### src/dpc_pkg.sv
// Package for the dual-port memory port controller (host side).
// Assumes a 10 MHz core clock; all pin timing counted in core cycles.
package dpc_pkg;
  // Core clock period in ns
  localparam int CLK_NS          = 100;
  // Data and address widths of one memory port
  localparam int DATA_W          = 16;
  localparam int ADDR_W          = 13;
  // Least write pulse width, ns
  localparam int WRITE_PULSE_NS  = 25;
  // Least output turn-off plus data setup when output enable stays low, ns
  localparam int TURNOFF_SETUP_NS = 40;
  // Least write hold after collision flag release, ns
  localparam int WRITE_HOLD_NS   = 25;
  // Longest flag-release to valid data, ns
  localparam int FLAG_RELEASE_TO_DATA_NS = 45;
  // Cycle counts, times rounded up; read wait one cycle more
  localparam int WRITE_PULSE_CYC =
    (WRITE_PULSE_NS + CLK_NS - 1) / CLK_NS;
  localparam int STRETCH_CYC =
    (TURNOFF_SETUP_NS + CLK_NS - 1) / CLK_NS;
  localparam int WRITE_HOLD_CYC =
    (WRITE_HOLD_NS + CLK_NS - 1) / CLK_NS;
  localparam int READ_WAIT_CYC =
    (FLAG_RELEASE_TO_DATA_NS + CLK_NS - 1) / CLK_NS + 1;
  // Counter width
  localparam int CNT_W = 4;
  // Request kinds
  typedef enum logic [1:0] {
    OP_ARRAY_WR = 2'b00,
    OP_ARRAY_RD = 2'b01,
    OP_SEM_WR   = 2'b10,
    OP_SEM_RD   = 2'b11
  } dpc_op_e;
endpackage

### src/dpc_pins_if.sv
// Interface bundling the pin-level strobes from sequencer to pin register.
// Assumes one clock domain; carries the unregistered values that the pin register then stores.
`timescale 1ns/100ps
interface dpc_pins_if;
  logic                        selN;     // Chip select, low active
  logic                        wrN;      // Write strobe, low active
  logic                        oeN;      // Output enable, low active
  logic                        upperN;   // Upper lane select, low active
  logic                        lowerN;   // Lower lane select, low active
  logic                        semN;     // Semaphore select, low active
  logic [dpc_pkg::ADDR_W-1:0]  addr;     // Address
  logic [dpc_pkg::DATA_W-1:0]  wdata;    // Write data
  logic                        dataOeN;  // Data pin enable, low drives
  modport src (output selN, wrN, oeN, upperN, lowerN, semN, addr, wdata,
               dataOeN);
  modport dst (input selN, wrN, oeN, upperN, lowerN, semN, addr, wdata,
               dataOeN);
endinterface

### src/dpc_pin_reg.sv
// Output register stage for all pin-level signals of one memory port.
// Assumes synchronous active-high reset; idles every strobe high.
`timescale 1ns/100ps
module dpc_pin_reg (
  input  wire logic                       core_clk,
  input  wire logic                       sys_rst,
  dpc_pins_if.dst                         pin,
  output logic                            selN_r,
  output logic                            wrN_r,
  output logic                            oeN_r,
  output logic                            upperN_r,
  output logic                            lowerN_r,
  output logic                            semN_r,
  output logic [dpc_pkg::ADDR_W-1:0]      addr_r,
  output logic [dpc_pkg::DATA_W-1:0]      wdata_r,
  output logic                            dataOeN_r
);
  // Register every pin; reset leaves the port idle and undriven
  always_ff @(posedge core_clk) begin
    if (sys_rst) begin
      selN_r    <= 1'b1;
      wrN_r     <= 1'b1;
      oeN_r     <= 1'b1;
      upperN_r  <= 1'b1;
      lowerN_r  <= 1'b1;
      semN_r    <= 1'b1;
      addr_r    <= '0;
      wdata_r   <= '0;
      dataOeN_r <= 1'b1;
    end else begin
      selN_r    <= pin.selN;
      wrN_r     <= pin.wrN;
      oeN_r     <= pin.oeN;
      upperN_r  <= pin.upperN;
      lowerN_r  <= pin.lowerN;
      semN_r    <= pin.semN;
      addr_r    <= pin.addr;
      wdata_r   <= pin.wdata;
      dataOeN_r <= pin.dataOeN;
    end
  end
endmodule

### src/dpc_port_ctrl.sv
// Host-side controller for one port of a dual-port static memory.
// Assumes pins are synchronous to core_clk; flag pin is a plain input.
`timescale 1ns/100ps
////////////////////////////////////////////////////////////////////////////
// Function
// - Address changes only while strobes are high
// - Array or semaphore select pin combinations
// - Write pulse of STRETCH_CYC when output enable low, 1 cycle like the normal pulse
// - Never drive data while device drives pins
// - Semaphore write-read keeps chip select high
// - Slave flag asserted before blocked write
// - Hold write strobe after flag release
module dpc_port_ctrl (
  input  wire logic                       core_clk,
  input  wire logic                       sys_rst,
  input  wire logic                       reqValid,
  input  wire logic [1:0]                 reqOp,
  input  wire logic [dpc_pkg::ADDR_W-1:0] reqAddr,
  input  wire logic [dpc_pkg::DATA_W-1:0] reqData,
  input  wire logic [1:0]                 reqLanesN,
  input  wire logic                       keepOeLow,
  input  wire logic                       collisionN,
  input  wire logic [dpc_pkg::DATA_W-1:0] dataIn,
  output logic                            reqReady_r,
  output logic                            rspValid_r,
  output logic [dpc_pkg::DATA_W-1:0]      rspData_r,
  output logic                            selN_r,
  output logic                            wrN_r,
  output logic                            oeN_r,
  output logic                            upperN_r,
  output logic                            lowerN_r,
  output logic                            semN_r,
  output logic [dpc_pkg::ADDR_W-1:0]      addr_r,
  output logic [dpc_pkg::DATA_W-1:0]      dataOut_r,
  output logic                            dataOeN_r
);
  ////////////////////////////////////////////////////////////////////////
  // Sequencer states
  typedef enum logic [2:0] {
    ST_IDLE  = 3'b000,  // Waiting, all strobes high
    ST_SETUP = 3'b001,  // Address and selects applied, strobe high
    ST_PULSE = 3'b010,  // Write strobe low
    ST_HOLD  = 3'b011,  // Extra strobe time after flag release
    ST_READ  = 3'b100,  // Read access, waiting for data
    ST_DONE  = 3'b101   // Strobes released, answer given
  } dpc_state_e;

  dpc_state_e                     state_r, state_nxt;  // Sequencer
  logic [dpc_pkg::CNT_W-1:0]      cnt_r, cnt_nxt;      // Cycle counter
  logic [1:0]                     op_r;                // Latched kind
  logic [dpc_pkg::ADDR_W-1:0]     addrHold_r;          // Latched address
  logic [dpc_pkg::DATA_W-1:0]     dataHold_r;          // Latched data
  logic [1:0]                     lanes_r;             // Latched lanes
  logic                           oeLow_r;             // Latched oe mode
  logic                           wasBlocked_r;        // Flag seen low
  dpc_pins_if                     pin ();              // Pin bundle

  ////////////////////////////////////////////////////////////////////////
  // Decodes
  wire isSem    = op_r[1];
  wire isWrite  = ~op_r[0];
  wire blocked  = ~collisionN;
  wire active   = (state_r != ST_IDLE) && (state_r != ST_DONE);
  // Pulse length, STRETCH_CYC when output enable stays low; at 10 MHz both counts are 1 cycle
  wire [dpc_pkg::CNT_W-1:0] pulseCyc = oeLow_r ?
    dpc_pkg::CNT_W'(dpc_pkg::STRETCH_CYC) :
    dpc_pkg::CNT_W'(dpc_pkg::WRITE_PULSE_CYC);
  wire cntDone  = (cnt_r == '0);
  wire accepted = (state_r == ST_IDLE) && reqValid;

  ////////////////////////////////////////////////////////////////////////
  // Next-state logic
  always_comb begin
    state_nxt = state_r;
    cnt_nxt   = cntDone ? cnt_r : cnt_r - dpc_pkg::CNT_W'(1);
    case (state_r)
      ST_IDLE: begin
        if (reqValid) begin
          state_nxt = ST_SETUP;
        end
      end
      ST_SETUP: begin
        if (isWrite) begin
          // Strobe falls only after selects settle, one cycle later
          state_nxt = ST_PULSE;
          cnt_nxt   = pulseCyc - dpc_pkg::CNT_W'(1);
        end else begin
          state_nxt = ST_READ;
          cnt_nxt   = dpc_pkg::CNT_W'(dpc_pkg::READ_WAIT_CYC);
        end
      end
      ST_PULSE: begin
        if (blocked) begin
          // Device ignores the write; keep strobe low until release
          cnt_nxt = cnt_r;
        end else if (wasBlocked_r) begin
          state_nxt = ST_HOLD;
          cnt_nxt   = dpc_pkg::CNT_W'(dpc_pkg::WRITE_HOLD_CYC - 1);
        end else if (cntDone) begin
          state_nxt = ST_DONE;
        end
      end
      ST_HOLD: begin
        if (blocked) begin
          state_nxt = ST_PULSE;
        end else if (cntDone) begin
          state_nxt = ST_DONE;
        end
      end
      ST_READ: begin
        // Restart the data wait while the flag holds off valid data
        if (blocked) begin
          cnt_nxt = dpc_pkg::CNT_W'(dpc_pkg::READ_WAIT_CYC);
        end else if (cntDone) begin
          state_nxt = ST_DONE;
        end
      end
      ST_DONE: begin
        state_nxt = ST_IDLE;
      end
      default: begin
        state_nxt = ST_IDLE;
      end
    endcase
  end

  ////////////////////////////////////////////////////////////////////////
  // Pin values; address and selects stay fixed while active
  // Array: chip select low, lanes as requested, semaphore high
  // Semaphore: chip select high and lanes high, semaphore low
  assign pin.selN    = ~(active && !isSem);
  assign pin.semN    = ~(active && isSem);
  assign pin.upperN  = (active && !isSem) ? lanes_r[1] : 1'b1;
  assign pin.lowerN  = (active && !isSem) ? lanes_r[0] : 1'b1;
  // Write strobe only after selects; with oeLow_r set the device drives in setup until it falls
  assign pin.wrN     = ~((state_r == ST_PULSE) || (state_r == ST_HOLD));
  assign pin.oeN     = ~((state_r == ST_READ) ||
                         (active && isWrite && oeLow_r));
  // Data driven only during the strobe, from the same cycle the strobe falls
  assign pin.dataOeN = ~((state_r == ST_PULSE) || (state_r == ST_HOLD));
  assign pin.addr    = addrHold_r;
  assign pin.wdata   = isSem ? {dpc_pkg::DATA_W{dataHold_r[0]}} :
                               dataHold_r;

  ////////////////////////////////////////////////////////////////////////
  // Sequencer and request registers
  always_ff @(posedge core_clk) begin
    if (sys_rst) begin
      state_r      <= ST_IDLE;
      cnt_r        <= '0;
      op_r         <= 2'b00;
      addrHold_r   <= '0;
      dataHold_r   <= '0;
      lanes_r      <= 2'b11;
      oeLow_r      <= 1'b0;
      wasBlocked_r <= 1'b0;
    end else begin
      state_r <= state_nxt;
      cnt_r   <= cnt_nxt;
      if (accepted) begin
        op_r         <= reqOp;
        addrHold_r   <= reqAddr;
        dataHold_r   <= reqData;
        lanes_r      <= reqLanesN;
        oeLow_r      <= keepOeLow;
        wasBlocked_r <= 1'b0;
      end else if (state_r == ST_PULSE) begin
        wasBlocked_r <= blocked;  // Remember a flag for the hold
      end
    end
  end

  ////////////////////////////////////////////////////////////////////////
  // Answer side: ready, read data capture, one-cycle valid
  always_ff @(posedge core_clk) begin
    if (sys_rst) begin
      reqReady_r <= 1'b0;
      rspValid_r <= 1'b0;
      rspData_r  <= '0;
    end else begin
      reqReady_r <= (state_nxt == ST_IDLE);
      rspValid_r <= (state_r != ST_DONE) && (state_nxt == ST_DONE);
      if ((state_r == ST_READ) && !blocked && cntDone) begin
        // Semaphore reads return the same bit on every line
        rspData_r <= isSem ? {dpc_pkg::DATA_W{dataIn[0]}} : dataIn;
      end
    end
  end

  ////////////////////////////////////////////////////////////////////////
  // Pin output registers
  dpc_pin_reg u_pins (
    .core_clk  (core_clk),
    .sys_rst   (sys_rst),
    .pin       (pin),
    .selN_r    (selN_r),
    .wrN_r     (wrN_r),
    .oeN_r     (oeN_r),
    .upperN_r  (upperN_r),
    .lowerN_r  (lowerN_r),
    .semN_r    (semN_r),
    .addr_r    (addr_r),
    .wdata_r   (dataOut_r),
    .dataOeN_r (dataOeN_r)
  );
endmodule

### config.mk
export PLATFORM = sky130hd
export DESIGN_NAME = dpc_port_ctrl
export DESIGN_NICKNAME = d
export VERILOG_FILES = /design/src/dpc_pkg.sv /design/src/dpc_pins_if.sv /design/src/dpc_pin_reg.sv /design/src/dpc_port_ctrl.sv
export SDC_FILE = /design/constraint.sdc
export NUM_CORES = 1
export LEC_CHECK = 0
export ABC_AREA = 1
export BUFFER_PORTS_ARGS = -buffer_cell sky130_fd_sc_hd__buf_2
export CORE_UTILIZATION = 45
export CTS_CLUSTER_SIZE = 14
export DETAILED_ROUTE_END_ITERATION = 7
export GPL_TIMING_DRIVEN = 0
export PLACE_DENSITY_LB_ADDON = 0.15
export SLEW_MARGIN = 0
export SYNTH_ARGS = -nofsm -noshare
export SYNTH_HDL_FRONTEND = slang
export SYNTH_SLANG_ARGS = --single-unit
export TNS_END_PERCENT = 100
### constraint.sdc
create_clock -name core_clk -period 1.75 [get_ports core_clk]
set_input_delay 0.175 -clock core_clk [delete_from_list [all_inputs] [get_ports core_clk]]
set_output_delay 0.175 -clock core_clk [all_outputs]
set_load 0.01 [all_outputs]
==> results.py <==
metrics = {
    "synth": {
        "synth_top_area_share_pct": 54.9,
        "synth_area_sq_um": 3470,
        "synth_nets": 493,
        "ys_seq_area_share_pct": 54.9,
        "synth_top_flop_cell": "dfxtp_1",
        "synth_cell_type_count": 27,
        "yosysWarnings": 0,
        "synth-edff-count": 0,
        "yosysTopAreaCell": "dfxtp_1",
        "synth_top_cells_by_area": "dfxtp_1, o21ai_0, inv_1",
        "postSynthCellCount": 438,
        "synth.avg_cell_area_sq_um": 7.91,
        "ys_async_sr_fraction_pct": 0,
        "ys_seq_elements": 95,
    },
    "layout": {
        "fill_cells": 707,
        "num-nets-final": 611,
        "fin_util_pct": 59.3,
        "multi_input_area_sq_um": 1180,
        "finalNonFillerCells": 659,
        "regArea_sq_um": 1900,
        "layout-drive-gt1-share_pct": 25.7,
        "final_common_cell": "buf_2",
        "antennaDiodeCount": 0,
        "final_cell_mix": "buf_2, dfxtp_1, o21ai_0",
        "syn_to_final_growth_pct": 25.3,
    },
    "drt": {
        "dr.max_layer_used": "met4",
        "antenna_left": 0,
        "met1_length_um": 3790,
        "wl_per_cell_um": 11.9,
        "wl_met2_um": 3510,
        "drt_iter0_drc": 93,
        "route.vias.total": 3072,
        "drt-vias-per-instance": 4.66,
        "dr.pass1.iters": 6,
        "drc": 0,
        "wl_met3_um": 436,
        "totalWireLength_um": 7860,
    },
    "setup_path": {
        "crit_top_cell": "nor2_1",
        "r2r_slack_ps": 150,
        "crit_path_top_delay_cell": "dfxtp_1",
        "worstSetupPathType": "reg -> reg",
        "r2r-start": "cnt_r[0]$_SDFFE_PP0P_",
        "startpoint_type": "register",
        "reg2reg_depth": 8,
        "worstPathArrival_ps": 1840,
        "slowest_delay_ps": 320,
        "path_max_fanout": 10,
        "worstPathCellList": "inv_1 -> ha_1 -> nand2_1 -> nor2_4 -> inv_4 -> buf_6 -> nor2_1 -> nor2_1",
        "critPathCaptureType": "register",
        "cp.required_ps": 1990,
        "r2r_end": "rspData_r[7]$_SDFFE_PP0P_",
    },
    "cts": {
        "holdBufCountCts": 0,
        "postCtsSetupRepairBufs": 0,
        "htree_num_levels": 3,
        "insertion_delay_ps": 350,
        "cts_resized": 0,
        "clockBufferDepth": 2,
        "cts_sinks": 95,
        "cts_tree": "yes",
        "cts_buffers": 9,
        "clk_pin_slew_ps": 90,
        "root_buffer": "clkbuf_8",
    },
    "sta": {
        "clock.fmax_mhz": 626,
        "maxSlewHeadroom_pct": 64.2,
        "min_period_ps": 1600,
        "finalSetupViolations": 0,
        "rsz0062_at_grt": "no",
        "min_period_over_period_pct": 91.3,
        "fin_worst_skew_ps": 16.2,
        "hold_viol_final": 0,
        "slew_viol_final": 0,
        "layout_setup_ws_ps": 152,
        "setup_tns_ps": 0,
        "worst_pin_slew_ps": 537,
    },
    "power": {
        "switching_power_mw": 1.62,
        "total_power_mw": 5.31,
        "p_seq_share_pct": 48.0,
        "switching_share_pct": 30.5,
        "vdd_ir_drop_max_uv": 755,
        "p_clk_share_pct": 29.4,
        "p_leak_nw": 2.16,
        "p_int_mw": 3.69,
        "power.share.combinational_pct": 22.6,
        "powerDensity_nw_per_um2": 1220,
    },
    "placement": {
        "portBuffers": 107,
        "dp.cells": 644,
        "hpwl_um": 5690,
        "place_ws_ps": 171,
        "routabilityCongestion": 0.896,
    },
    "worst_hold_path": {
        "min_to": "lanes_r[0]$_SDFFE_PP1P_",
        "min-delay-start": "reqLanesN[0]",
        "min_path_cells": 3,
        "hold_class": "in -> reg",
    },
    "global_routing": {
        "antenna_found_initial": 0,
        "grt-ovfl-total": 0,
        "track_usage_pct": 19.8,
        "grt_max_degree": 17,
        "grt_pass1_wl_um": 12800,
        "grt_pass1_vias": 2797,
    },
    "floorplanning": {
        "core_sq_um": 7330,
        "initial_utilization_pct": 47.3,
        "ioPinCount": 108,
        "die_h_um": 89.8,
        "die_w_um": 89.8,
        "rows": 31,
        "fp.dieArea_sq_um": 8060,
    },
    "status": {
        "status": "completed",
    },
    "flow_run": {
        "drv_cap": 0,
    },
}
power groups by stage:
stage	clock, mW	sequential, mW	combinational, mW
2_1_floorplan	0	2.64	0.783
3_5_place_dp	0	2.60	1.20
5_1_grt	1.71	2.58	1.36
4_1_cts	1.60	2.55	1.20
3_3_place_gp	0	2.59	1.17
6_report	1.56	2.55	1.20
through the flow:
| stage | instance area, sq um | hold slack, ps |
|---|---|---|
| 5_1_grt | 4340 | 5.17 |
| 3_3_place_gp | 4130 | 375 |
| 4_1_cts | 4340 | 6.50 |
| 6_report | 4340 | 31.3 |
| 3_5_place_dp | 4130 | 379 |
| 2_1_floorplan | 3470 | 288 |
cell families after synthesis:
| kind of cell | count (synthesis) | synth area share, % |
|---|---|---|
| simple gates | 128 | 15.7 |
| flops | 95 | 54.9 |
| buf+inv | 92 | 11.1 |
| fa+ha+maj | 1 | 0.361 |
| compound gates | 122 | 17.9 |
Yosys cell counts (2+ instances only):
master and number:
inv_1 64, nor2_1 61, nand2_1 40, nor2_4 2
a21oi_1 36, buf_4 4, buf_2 6, inv_2 3
nand3_2 2, o211ai_1 2, o21ai_0 80, nand3_1 16
dfxtp_1 95, clkbuf_1 11, buf_6 2, nand4_1 3
how the worst max path moves through the flow:
stage	startpoint	to
after floorplan	cnt_r[0]$_SDFFE_PP0P_	rspData_r[10]$_SDFFE_PP0P_
after global routing	cnt_r[1]$_SDFFE_PP0P_	rspData_r[7]$_SDFFE_PP0P_
after detailed placement	cnt_r[0]$_SDFFE_PP0P_	rspData_r[7]$_SDFFE_PP0P_
after CTS	cnt_r[0]$_SDFFE_PP0P_	rspData_r[7]$_SDFFE_PP0P_
final	cnt_r[0]$_SDFFE_PP0P_	rspData_r[7]$_SDFFE_PP0P_
after global placement	cnt_r[0]$_SDFFE_PP0P_	rspData_r[10]$_SDFFE_PP0P_
critical path: cells and delay by family, from the launching register on:
kind	cells	cell delay (ps)
and+or+nand+nor	4	640
buffers and inverters	3	330
DFF	1	320
adders and majority gates	1	210
routing by layer:
metal  GRT usage [%]  up-vias
li1                -     1619
met1            25.3     1361
met2            31.9       82
met3            5.58       10
met4            7.10        0
met5               0        -
cell type report:
cell class / instances / share of cell area [%]
Inverter: 68 / 5.93
Sequential cell: 95 / 43.8
Buffer: 24 / 2.94
Multi-Input combinational cell: 251 / 27.1
Tap cell: 99 / 2.85
Clock buffer: 9 / 2.85
Clock inverter: 6 / 2.19
Timing Repair Buffer: 107 / 12.3
flip-flops by register name (all words and copies together) (netlist names):
signal,cells
addrHold_r,13
cnt_r,4
dataHold_r,16
lanes_r,2
oeLow_r,1
op_r,2
reqReady_r,1
rspData_r,16
rspValid_r,1
state_r,3
u_pins.addr_r,13
u_pins.dataOeN_r,1
u_pins.lowerN_r,1
u_pins.oeN_r,1
u_pins.selN_r,1
u_pins.semN_r,1
u_pins.upperN_r,1
u_pins.wdata_r,16
wasBlocked_r,1
No activity file was read; power rests on OpenSTA's default activity.
